### config.mk
export PLATFORM = sky130hd
export DESIGN_NAME = mix_exec
export DESIGN_NICKNAME = d
export VERILOG_FILES = /design/src/pkg/mix_pkg.sv /design/src/verilog/mix_exec.sv /design/src/verilog/mix_sub_alu.sv
export SDC_FILE = /design/constraint.sdc
export NUM_CORES = 1
export LEC_CHECK = 0
export BUFFER_PORTS_ARGS = -buffer_cell sky130_fd_sc_hd__buf_2
export CAP_MARGIN = 20
export CORE_MARGIN = 2
export CORE_UTILIZATION = 58
export CTS_CLUSTER_SIZE = 30
export DETAILED_ROUTE_END_ITERATION = 7
export GPL_ROUTABILITY_DRIVEN = 0
export PLACE_DENSITY = 0.86
export SLEW_MARGIN = 5
export SYNTH_ARGS = -nofsm -noshare
export SYNTH_HDL_FRONTEND = slang
export SYNTH_SLANG_ARGS = --single-unit
### constraint.sdc
create_clock -name clk -period 8.08 [get_ports clk]
set_clock_uncertainty 0.1 [all_clocks]
set_input_delay 0.404 -clock clk [delete_from_list [all_inputs] [get_ports clk]]
set_output_delay 0.404 -clock clk [all_outputs]
set_load 0.1 [all_outputs]
### src/pkg/mix_pkg.sv
package mix_pkg;
    localparam int DATA_W      = 8;
    localparam int ADDR_W      = 7;
    localparam int ROM_AW      = 12;
    localparam int ROM_DW      = 15;
    localparam int HIGH_W      = ROM_DW - DATA_W;
    localparam logic [7:0] ALL_ONES   = 8'hff;
    localparam logic [7:0] ACC_RST    = 8'h00;
    localparam logic [6:0] HIGH_RST   = 7'h00;
    localparam logic [7:0] PTR_RST    = 8'h00;
    localparam logic [3:0] PAGE_LAST  = 4'hf;
    // Status flag positions in the flag vector
    localparam int FLAG_C  = 0;
    localparam int FLAG_AC = 1;
    localparam int FLAG_Z  = 2;
    localparam int FLAG_OV = 3;
    localparam logic [3:0] FLAGS_RST = 4'h0;
    typedef enum logic [4:0] {
        OP_NOP,
        OP_FILL_ONES,
        OP_BIT_SET,
        OP_INCR_SKIP_ZERO,
        OP_INCR_TO_ACC_SKIP_ZERO,
        OP_SKIP_BIT_HIGH,
        OP_MINUS_ACC,
        OP_MINUS_TO_MEM,
        OP_MINUS_IMM,
        OP_NIBBLE_EXCHANGE,
        OP_NIBBLE_EXCHANGE_TO_ACC,
        OP_SKIP_IF_ZERO,
        OP_MOVE_SKIP_ZERO,
        OP_SKIP_BIT_LOW,
        OP_TABLE_READ_CURRENT_PAGE,
        OP_TABLE_READ_LAST_PAGE,
        OP_XOR_ACC,
        OP_EXCLUSIVE_OR_TO_MEM,
        OP_XOR_IMM
    } mix_op_t;
endpackage

### src/verilog/mix_exec.sv
// Chosen here: the placing of the registers and the strobed register port.
`timescale 1ns/1ps
`default_nettype none
module mix_exec
    import mix_pkg::*;
(
    input  wire logic              clk,
    input  wire logic              nrst,
    input  wire logic              op_valid,
    input  wire mix_op_t           op_code,
    input  wire logic [ADDR_W-1:0] op_addr,
    input  wire logic [2:0]        op_bit,
    input  wire logic [7:0]        op_imm,
    input  wire logic [3:0]        pc_page,
    input  wire logic [7:0]        table_pointer,
    input  wire logic [7:0]        mem_rdata,
    input  wire logic [ROM_DW-1:0] rom_rdata,
    output logic [ADDR_W-1:0]      mem_addr,
    output logic                   mem_we,
    output logic [7:0]             mem_wdata,
    output logic [ROM_AW-1:0]      rom_addr,
    output logic                   busy,
    output logic                   skip_pulse,
    output logic                   discard_fetch,
    output logic [7:0]             acc,
    output logic [HIGH_W-1:0]      table_high_latch,
    output logic                   carry_flag,
    output logic                   aux_carry_flag,
    output logic                   zero_flag,
    output logic                   signed_wrap_flag
);
    typedef enum logic [1:0] {ST_IDLE, ST_EXEC, ST_DUMMY} mix_state_t;

    mix_state_t            state_ff;
    mix_state_t            nxt_state;
    mix_op_t               op_ff;
    logic [ADDR_W-1:0]     addr_ff;
    logic [2:0]            bit_ff;
    logic [7:0]            imm_ff;
    logic [7:0]            acc_ff;
    logic [7:0]            nxt_acc;
    logic                  acc_we;
    logic [3:0]            flags_ff;
    logic [3:0]            nxt_flags;
    logic [HIGH_W-1:0]     high_ff;
    logic                  we_ff;
    logic [7:0]            wdata_ff;
    logic                  nxt_we;
    logic [7:0]            nxt_wdata;
    logic                  skip_ff;
    logic                  take_skip;
    logic [7:0]            incr;
    logic [7:0]            swapped;
    logic [7:0]            bit_mask;
    logic                  sel_bit;
    logic [7:0]            sub_opnd;
    logic [7:0]            sub_diff;
    logic                  sub_c;
    logic                  sub_ac;
    logic                  sub_ov;
    logic [7:0]            xor_opnd;
    logic [7:0]            xor_res;

    // Operands arrive from memory one cycle after decode
    assign incr     = mem_rdata + 8'h01;
    assign swapped  = {mem_rdata[3:0], mem_rdata[7:4]};
    assign bit_mask = 8'h01 << bit_ff;
    assign sel_bit  = mem_rdata[bit_ff];

    always_comb
    begin
        sub_opnd = mem_rdata;
        xor_opnd = mem_rdata;
        if (op_ff == OP_MINUS_IMM)
        begin
            sub_opnd = imm_ff;
        end
        if (op_ff == OP_XOR_IMM)
        begin
            xor_opnd = imm_ff;
        end
    end
    assign xor_res = acc_ff ^ xor_opnd;

    mix_sub_alu u_sub (
        .acc         (acc_ff),
        .opnd        (sub_opnd),
        .diff        (sub_diff),
        .carry       (sub_c),
        .aux_carry   (sub_ac),
        .signed_wrap (sub_ov)
    );

    // Decode and result select in one place
    always_comb
    begin
        nxt_acc   = acc_ff;
        acc_we    = 1'b0;
        nxt_flags = flags_ff;
        nxt_we    = 1'b0;
        nxt_wdata = mem_rdata;
        take_skip = 1'b0;
        unique case (op_ff)
            OP_FILL_ONES:
            begin
                nxt_we    = 1'b1;
                nxt_wdata = ALL_ONES;
            end
            OP_BIT_SET:
            begin
                nxt_we    = 1'b1;
                nxt_wdata = mem_rdata | bit_mask;
            end
            OP_INCR_SKIP_ZERO:
            begin
                nxt_we    = 1'b1;
                nxt_wdata = incr;
                take_skip = (incr == 8'h00);
            end
            OP_INCR_TO_ACC_SKIP_ZERO:
            begin
                nxt_acc   = incr;
                acc_we    = 1'b1;
                take_skip = (incr == 8'h00);
            end
            OP_SKIP_BIT_HIGH:
            begin
                take_skip = sel_bit;
            end
            OP_MINUS_ACC, OP_MINUS_IMM, OP_MINUS_TO_MEM:
            begin
                if (op_ff == OP_MINUS_TO_MEM)
                begin
                    nxt_we    = 1'b1;
                    nxt_wdata = sub_diff;
                end
                else
                begin
                    nxt_acc = sub_diff;
                    acc_we  = 1'b1;
                end
                nxt_flags[FLAG_C]  = sub_c;
                nxt_flags[FLAG_AC] = sub_ac;
                nxt_flags[FLAG_Z]  = (sub_diff == 8'h00);
                nxt_flags[FLAG_OV] = sub_ov;
            end
            OP_NIBBLE_EXCHANGE:
            begin
                nxt_we    = 1'b1;
                nxt_wdata = swapped;
            end
            OP_NIBBLE_EXCHANGE_TO_ACC:
            begin
                nxt_acc = swapped;
                acc_we  = 1'b1;
            end
            OP_SKIP_IF_ZERO:
            begin
                take_skip = (mem_rdata == 8'h00);
            end
            OP_MOVE_SKIP_ZERO:
            begin
                nxt_acc   = mem_rdata;
                acc_we    = 1'b1;
                take_skip = (mem_rdata == 8'h00);
            end
            OP_SKIP_BIT_LOW:
            begin
                take_skip = ~sel_bit;
            end
            OP_TABLE_READ_CURRENT_PAGE, OP_TABLE_READ_LAST_PAGE:
            begin
                nxt_we    = 1'b1;
                nxt_wdata = rom_rdata[7:0];
            end
            OP_XOR_ACC, OP_XOR_IMM, OP_EXCLUSIVE_OR_TO_MEM:
            begin
                if (op_ff == OP_EXCLUSIVE_OR_TO_MEM)
                begin
                    nxt_we    = 1'b1;
                    nxt_wdata = xor_res;
                end
                else
                begin
                    nxt_acc = xor_res;
                    acc_we  = 1'b1;
                end
                nxt_flags[FLAG_Z] = (xor_res == 8'h00);
            end
            default:
            begin
                nxt_acc = acc_ff;
            end
        endcase
    end

    always_comb
    begin
        nxt_state = state_ff;
        unique case (state_ff)
            ST_IDLE:
            begin
                if (op_valid)
                begin
                    nxt_state = ST_EXEC;
                end
            end
            ST_EXEC:
            begin
                // Skip costs a second, dummy cycle
                nxt_state = take_skip ? ST_DUMMY : ST_IDLE;
            end
            ST_DUMMY:
            begin
                nxt_state = ST_IDLE;
            end
            default:
            begin
                nxt_state = ST_IDLE;
            end
        endcase
    end

    always_ff @(posedge clk or negedge nrst)
    begin
        if (!nrst)
        begin
            state_ff <= ST_IDLE;
        end
        else
        begin
            state_ff <= nxt_state;
        end
    end

    always_ff @(posedge clk or negedge nrst)
    begin
        if (!nrst)
        begin
            op_ff   <= OP_NOP;
            addr_ff <= '0;
            bit_ff  <= 3'h0;
            imm_ff  <= 8'h00;
        end
        else if (state_ff == ST_IDLE && op_valid)
        begin
            op_ff   <= op_code;
            addr_ff <= op_addr;
            bit_ff  <= op_bit;
            imm_ff  <= op_imm;
        end
        else if (state_ff == ST_EXEC)
        begin
            op_ff <= OP_NOP;
        end
    end

    always_ff @(posedge clk or negedge nrst)
    begin
        if (!nrst)
        begin
            acc_ff   <= ACC_RST;
            flags_ff <= FLAGS_RST;
        end
        else if (state_ff == ST_EXEC)
        begin
            if (acc_we)
            begin
                acc_ff <= nxt_acc;
            end
            flags_ff <= nxt_flags;
        end
    end

    // Latch loads with the ROM word on the same clock edge as the registered memory write
    always_ff @(posedge clk or negedge nrst)
    begin
        if (!nrst)
        begin
            high_ff <= HIGH_RST;
        end
        else if (state_ff == ST_EXEC &&
                 (op_ff == OP_TABLE_READ_CURRENT_PAGE ||
                  op_ff == OP_TABLE_READ_LAST_PAGE))
        begin
            high_ff <= rom_rdata[ROM_DW-1:DATA_W];
        end
    end

    // Write registered so the data output is a flip-flop
    always_ff @(posedge clk or negedge nrst)
    begin
        if (!nrst)
        begin
            we_ff    <= 1'b0;
            wdata_ff <= 8'h00;
            skip_ff  <= 1'b0;
        end
        else
        begin
            we_ff    <= (state_ff == ST_EXEC) && nxt_we;
            wdata_ff <= nxt_wdata;
            skip_ff  <= (state_ff == ST_EXEC) && take_skip;
        end
    end

    // ROM page: current page from the core, or the fixed last page
    assign rom_addr = {((op_ff == OP_TABLE_READ_LAST_PAGE) ? PAGE_LAST
                                                           : pc_page),
                       table_pointer};
    assign mem_addr         = addr_ff;
    assign mem_we           = we_ff;
    assign mem_wdata        = wdata_ff;
    assign busy             = (state_ff != ST_IDLE);
    assign skip_pulse       = skip_ff;
    assign discard_fetch    = (state_ff == ST_DUMMY);
    assign acc              = acc_ff;
    assign table_high_latch = high_ff;
    assign carry_flag       = flags_ff[FLAG_C];
    assign aux_carry_flag   = flags_ff[FLAG_AC];
    assign zero_flag        = flags_ff[FLAG_Z];
    assign signed_wrap_flag = flags_ff[FLAG_OV];
endmodule
`default_nettype wire

### src/verilog/mix_sub_alu.sv
`timescale 1ns/1ps
`default_nettype none
module mix_sub_alu
    import mix_pkg::*;
(
    input  wire logic [7:0] acc,
    input  wire logic [7:0] opnd,
    output logic [7:0]      diff,
    output logic            carry,
    output logic            aux_carry,
    output logic            signed_wrap
);
    logic [8:0] full;
    logic [4:0] low;
    // Two's-complement form: acc + ~opnd + 1
    assign full        = {1'b0, acc} + {1'b0, ~opnd} + 9'h001;
    assign low         = {1'b0, acc[3:0]} + {1'b0, ~opnd[3:0]} + 5'h01;
    assign diff        = full[7:0];
    assign carry       = full[8];
    assign aux_carry   = low[4];
    // Signed wrap when operands of unlike sign give a sign unlike acc
    assign signed_wrap = (acc[7] ^ opnd[7]) & (acc[7] ^ full[7]);
endmodule
`default_nettype wire

# Yosys cells after proc, flatten, opt, wreduce, memory -nomap -nowiden
# Cells that the tools add are included.
[word_totals]
mem_count = 0
romBits = 0
wordCells = 98
in_bits = 61
register_bits = 54
ram_bits = 0
latchBits = 0
[classes]
mul = 0
bitwise = 8
add_sub_neg = 5
eq_ne = 23
shift = 1
mux = 24
n_reduce_logical = 24
magnitude_cmp = 1
n_div = 0
[op_table]
columns = ["op", "n"]
rows = [
  ["$pmux 8 s7", 1],
  ["$mux 8", 6],
  ["$eq 5x4->1 const B", 8],
  ["$pmux 8 s5", 1],
  ["$logic_not 8->1", 4],
  ["$eq 5x3->1 const B", 4],
  ["$eq 5x5->1 const B", 3],
  ["$eq 5x2->1 const B", 2],
  ["$mux 5", 2],
  ["$add 8x8->9", 1],
  ["$add 9x1->9 const B", 1],
  ["$reduce_or 3->1", 3],
  ["$add 8x1->8 const B", 1],
  ["$not 8->8", 1],
  ["$or 8x8->8", 1],
  ["$shl 1x3->8 const A", 1],
  ["$xor 8x8->8", 1],
  ["$ne 2x2->1 const B", 3],
  ["$pmux 1 s3", 2],
  ["$reduce_bool 2->1", 3],
  ["$reduce_or 2->1", 3],
  ["$reduce_or 6->1", 1],
  ["$add 4x4->5", 1],
  ["$add 5x1->5 const B", 1],
  ["21 further kinds", 31],
]

# Longest topological paths before layout
[logic_depth]
depth_word = 7
depth_mapped = 12
ltp_nobuf = 11

# Modules after synthesis
# From an unflattened synthesis, not the netlist that was laid out.
[hier_totals]
hier_cells = 478
hier_area_um2 = 4252.8
[by_module_without_submodules]
columns = ["mod", "area_per_inst_um2", "instances", "cells_per_inst"]
rows = [
  ["mix_exec", 3848.7, 1, 423],
  ["mix_sub_alu", 404.1, 1, 55],
]

# Worst setup path before layout
# No wires, ideal clock.
[synth_timing]
path_kind = "flip-flop to flip-flop"
start = "register op_ff[2]"
end = "register flags_ff[2]"
arrival_ns = 2.968
path_buffers = 1
setup_slack_ns = 4.893
path_stages_with_launch = 13
synth_period_minus_slack_ns = 3.187
cell_sequence = "dfrtp_1 buf_4 nor3b_1 nand2_1 mux2_2 ha_1 fa_1 nand2b_1 a211oi_1 o32ai_1 o21a_1 a41oi_1 a21bo_1"
[synth_via]
elab_chain_cells = 7
word_cells_on_any_way = 19
[synth_lines]
columns = ["element", "line", "source"]
rows = [
  ["start: declaration", "mix_exec.sv:36", "mix_op_t op_ff;"],
  ["start signal: assignment", "mix_exec.sv:247", "op_ff <= op_code;"],
  ["$eq 5x4->1", "mix_exec.sv:74, mix_exec.sv:103", ""],
  ["$mux 8", "mix_exec.sv:74", "if (op_ff == OP_MINUS_IMM)"],
  ["$not 8->8", "mix_sub_alu.sv:16", "assign full = {1'b0, acc} + {1'b0, ~opnd} + 9'h001;"],
  ["$add 8x8->9", "mix_sub_alu.sv:16", ""],
  ["$add 9x1->9", "mix_sub_alu.sv:16", ""],
  ["$logic_not 8->1", "mix_exec.sv:144", "nxt_flags[FLAG_Z] = (sub_diff == 8'h00);"],
  ["$pmux 1 s2", "mix_exec.sv:103", "unique case (op_ff)"],
  ["end signal: assignment", "mix_exec.sv:271", "flags_ff <= nxt_flags;"],
  ["end: declaration", "mix_exec.sv:43", "logic [3:0] flags_ff;"],
]
# Parallel ways exist; a longest one is shown, timed or not.
# A chain may end at the register's enable or synchronous reset.

# Worst setup path in the final report
[layout_timing]
start = "register op_ff[3]"
end = "register acc_ff[4] (netlist: acc[4])"
[layout_via]
elab_chain_cells = 7
word_cells_on_any_way = 28
[layout_lines]
columns = ["element", "line", "source"]
rows = [
  ["$eq 5x4->1", "mix_exec.sv:74, mix_exec.sv:103", ""],
  ["$mux 8", "mix_exec.sv:74", ""],
  ["$not 8->8", "mix_sub_alu.sv:16", ""],
  ["$add 8x8->9", "mix_sub_alu.sv:16", ""],
  ["$add 9x1->9", "mix_sub_alu.sv:16", ""],
  ["$mux 8", "mix_exec.sv:132", "if (op_ff == OP_MINUS_TO_MEM)"],
  ["$pmux 8 s5", "mix_exec.sv:103", ""],
  ["end signal: assignment", "mix_exec.sv:269", "acc_ff <= nxt_acc;"],
  ["end: declaration", "mix_exec.sv:40", "logic [7:0] acc_ff;"],
]
# Parallel ways exist; a longest one is shown, timed or not. The select of a mux whose other input is x is not followed.

==> run_results.csv <==
group,metric,value,unit
run_status,run_status,"complete, no violations",
cells_and_area,flow.area_growth_from_synthesis,12.4,%
floorplan,std_cell_rows,30,
yosys,synth_seq_area_share,33.4,%
global_routing,via_count_of_the_first_global_routing_pass,3717,
timing,final_period_util,48.8,%
detailed_routing,antenna_left,0,
clock_tree,ctsLongestPathBuffers,2,
clock_tree,cts_root_buffer,"sky130_fd_sc_hd__clkbuf_8",
placement,port_buffers,94,
clock_tree,clk-insertion-delay-late,0.33,ns
timing,timing.final.crit_period,3.95,ns
placement,pre_cts_slack,4.28,ns
timing,grt_setup_unrepaired,"no",
detailed_routing,drt-initial-drc-count,618,
detailed_routing,drc_errors,0,
worst_hold_path,holdCritPathClass,"in -> async",
timing,whs,0.0947,ns
global_routing,antenna_violations_before_repair,1,
yosys,syn_area_per_cell,9.15,um2
power,leakagePower,0.00210,uW
worst_setup_path,critical_path.startpoint_type,"flop",
job,max_cap_viol_count,0,
floorplan,floorplan.initialDensity,59.9,%
detailed_routing,route.detailed.wl_per_inst,19.8,um
yosys,synth_enable_flop_cells,0,
yosys,async_reset_ff_share,100,%
worst_setup_path,rrSetupSlack,4.13,ns
cells_and_area,antenna_cells_inserted,0,
clock_tree,cts-buffers-inserted,5,
timing,slew-limit-headroom,37.1,%
yosys,synthesis.nets,515,
worst_setup_path,regToRegEndpoint,"acc[4]$_DFFE_PN0P_",
timing,achievable-frequency,253,MHz
clock_tree,tritoncts,"yes",
timing,timing.final.setup_violations,0,
timing,setup_tns,0,ns
yosys,netlist_instances,442,
worst_setup_path,timing.critical_path.fanout_max,19,
timing,worst_slew_pin_slew,0.935,ns
detailed_routing,vias_per_cell,6.79,
floorplan,num_io_pins,111,
yosys,yosysUniqueCellTypes,73,
power,power.ir.vdd_worst,218,uV
floorplan,chipWidth,87.5,um
detailed_routing,via_count,3985,
floorplan,design.core.area,6760,um2
cells_and_area,finalNetCount,579,
clock_tree,cts_hold_repair.buffers,0,
timing,finalWorstSetupSlack,4.13,ns
worst_setup_path,required,8.16,ns
global_routing,track_usage,31.2,%
clock_tree,clkSlewWorstSetupHoldPaths,0.11,ns
clock_tree,clock_sinks,54,
worst_setup_path,r2r_start,"op_ff[3]$_DFFE_PN0P_",
global_routing,grt_start_max_net_pins,55,
clock_tree,cts_post_setup_buffers_inserted,0,
timing,final-max-slew-violation-count,0,
yosys,synth-main-ff-cell,"sky130_fd_sc_hd__dfrtp_1",
placement,hpwlAfterDp,8460,um
yosys,yosys_warnings,0,
clock_tree,post_cts.resized_instances,0,
yosys,ys_ff_latch,54,
worst_setup_path,reg2reg_depth,11,
detailed_routing,drtPass1Iterations,7,
detailed_routing,routed_wl,11600,um
timing,hold_violation_count_in_the_final_report,0,
worst_setup_path,timing.critical_path.arrival,4.03,ns
worst_setup_path,worst-setup-path-type,"reg -> reg",
global_routing,overflow,0,
clock_tree,cts_htree_levels,2,
floorplan,die_extent_in_y,87.5,um
yosys,syn-cell-area,4050,um2
power,power_per_cell_area,329,nW/um2
global_routing,first_pass_grt_wire_length,18600,um
cells_and_area,layout-drive-gt1-share,30.0,%
floorplan,die_area,7660,um2
worst_setup_path,worst_setup_path_end_kind,"flop",
==> critical path: stages (launching register included) <==
cell and delay [ns]:
sky130_fd_sc_hd__dfrtp_1 0.79, sky130_fd_sc_hd__nor3b_1 0.31, sky130_fd_sc_hd__nand2_1 0.34, sky130_fd_sc_hd__mux2_2 0.40, sky130_fd_sc_hd__ha_1 0.21, sky130_fd_sc_hd__fa_1 0.42, sky130_fd_sc_hd__nand2b_1 0.18, sky130_fd_sc_hd__a21oi_1 0.31
sky130_fd_sc_hd__xnor2_1 0.21, sky130_fd_sc_hd__o21ai_0 0.14, sky130_fd_sc_hd__a211oi_1 0.29, sky130_fd_sc_hd__o31ai_1 0.11
==> sequential cells by signal (all words and copies together), names as in the netlist <==
| register | flops |
|---|---|
| acc | 8 |
| imm_ff | 8 |
| mem_wdata | 8 |
| mem_addr | 7 |
| table_high_latch | 7 |
| op_ff | 5 |
| flags_ff | 4 |
| bit_ff | 3 |
| state_ff | 2 |
| mem_we | 1 |
| skip_pulse | 1 |
==> where the power goes <==
part | internal (uW) | leakage (uW) | switching [uW] | total (uW)
Clock | 94.1 | 0.0000587 | 98.4 | 193
Combinational | 227 | 0.00137 | 666 | 893
Sequential | 330 | 0.000668 | 82.4 | 413
==> metrics by stage <==
stage / utilization [%] / power (uW) / instance area (um2) / instances
finish: 67.3 / 1500 / 4550 / 587
CTS: 67.3 / 1490 / 4550 / 587
global placement: 65.6 / 1280 / 4430 / 579
detailed placement: 65.6 / 1300 / 4430 / 579
floorplan: - / 1130 / 4050 / 442
global route: 67.3 / 1570 / 4550 / 587
==> layer usage <==
metal	track usage, %	vias up	share of wire, %
li1	-	1751	-
met1	43.6	1849	38
met2	47.9	331	46
met3	6.73	54	12
met4	11.3	0	3.4
met5	0	-	0
==> cells by family after synthesis <==
logic type,after synthesis,synth area share (%)
AO/OA/AOI/OAI,110,18.8
adder cells (fa/ha/maj),12,3.90
XOR/XNOR,21,4.55
AND/OR/NAND/NOR,155,21.8
multiplexers,41,11.7
flip-flops,54,33.4
buffers and inverters,49,5.91
==> layout by cell type (no fill, tap or decap), drive strengths merged, types with 8 or more instances in the layout <==
master,Yosys,final
xor2,12,12
nand3,15,15
o21ai,21,21
nor2b,12,12
mux2,27,27
xnor2,9,9
ha,11,11
buf,18,96
dfrtp,54,54
a21oi,22,22
inv,10,11
mux2i,12,12
nand2,38,38
or2,8,8
nor2,27,27
==> area by class of cell <==
cell class | count | area (um2)
Sequential cell | 54 | 1350
Timing Repair Buffer | 96 | 485
Clock inverter | 3 | 47.5
Clock buffer | 5 | 68.8
Inverter | 10 | 37.5
Fill cell | 560 | 2210
Tap cell | 80 | 100
Multi-Input combinational cell | 339 | 2460
==> synthesized netlist by cell type (10+ instances only) <==
cell,number,area [um2]
sky130_fd_sc_hd__nor2b_1,12,75.1
sky130_fd_sc_hd__nor2_1,27,101
sky130_fd_sc_hd__nand2_1,37,139
sky130_fd_sc_hd__a21oi_1,22,110
sky130_fd_sc_hd__xor2_1,12,105
sky130_fd_sc_hd__dfrtp_1,54,1350
sky130_fd_sc_hd__mux2i_1,11,110
sky130_fd_sc_hd__ha_1,11,138
sky130_fd_sc_hd__inv_1,10,37.5
sky130_fd_sc_hd__o21ai_0,20,100
sky130_fd_sc_hd__mux2_2,27,304
sky130_fd_sc_hd__nand3_1,14,70.1
sky130_fd_sc_hd__clkbuf_1,21,78.8
==> worst max-delay path by stage <==
stage,end,slack [ns],cells after the start,from
floorplan,flags_ff[2]$_DFFE_PN0P_,4.89,12,op_ff[2]$_DFFE_PN0P_
global placement,flags_ff[2]$_DFFE_PN0P_,4.41,11,op_ff[3]$_DFFE_PN0P_
detailed placement,flags_ff[2]$_DFFE_PN0P_,4.28,11,op_ff[3]$_DFFE_PN0P_
CTS,acc[6]$_DFFE_PN0P_,4.22,11,op_ff[3]$_DFFE_PN0P_
global route,acc[4]$_DFFE_PN0P_,3.93,11,op_ff[3]$_DFFE_PN0P_
finish,acc[4]$_DFFE_PN0P_,4.13,11,op_ff[3]$_DFFE_PN0P_
No activity file was read; power rests on OpenSTA's default activity.
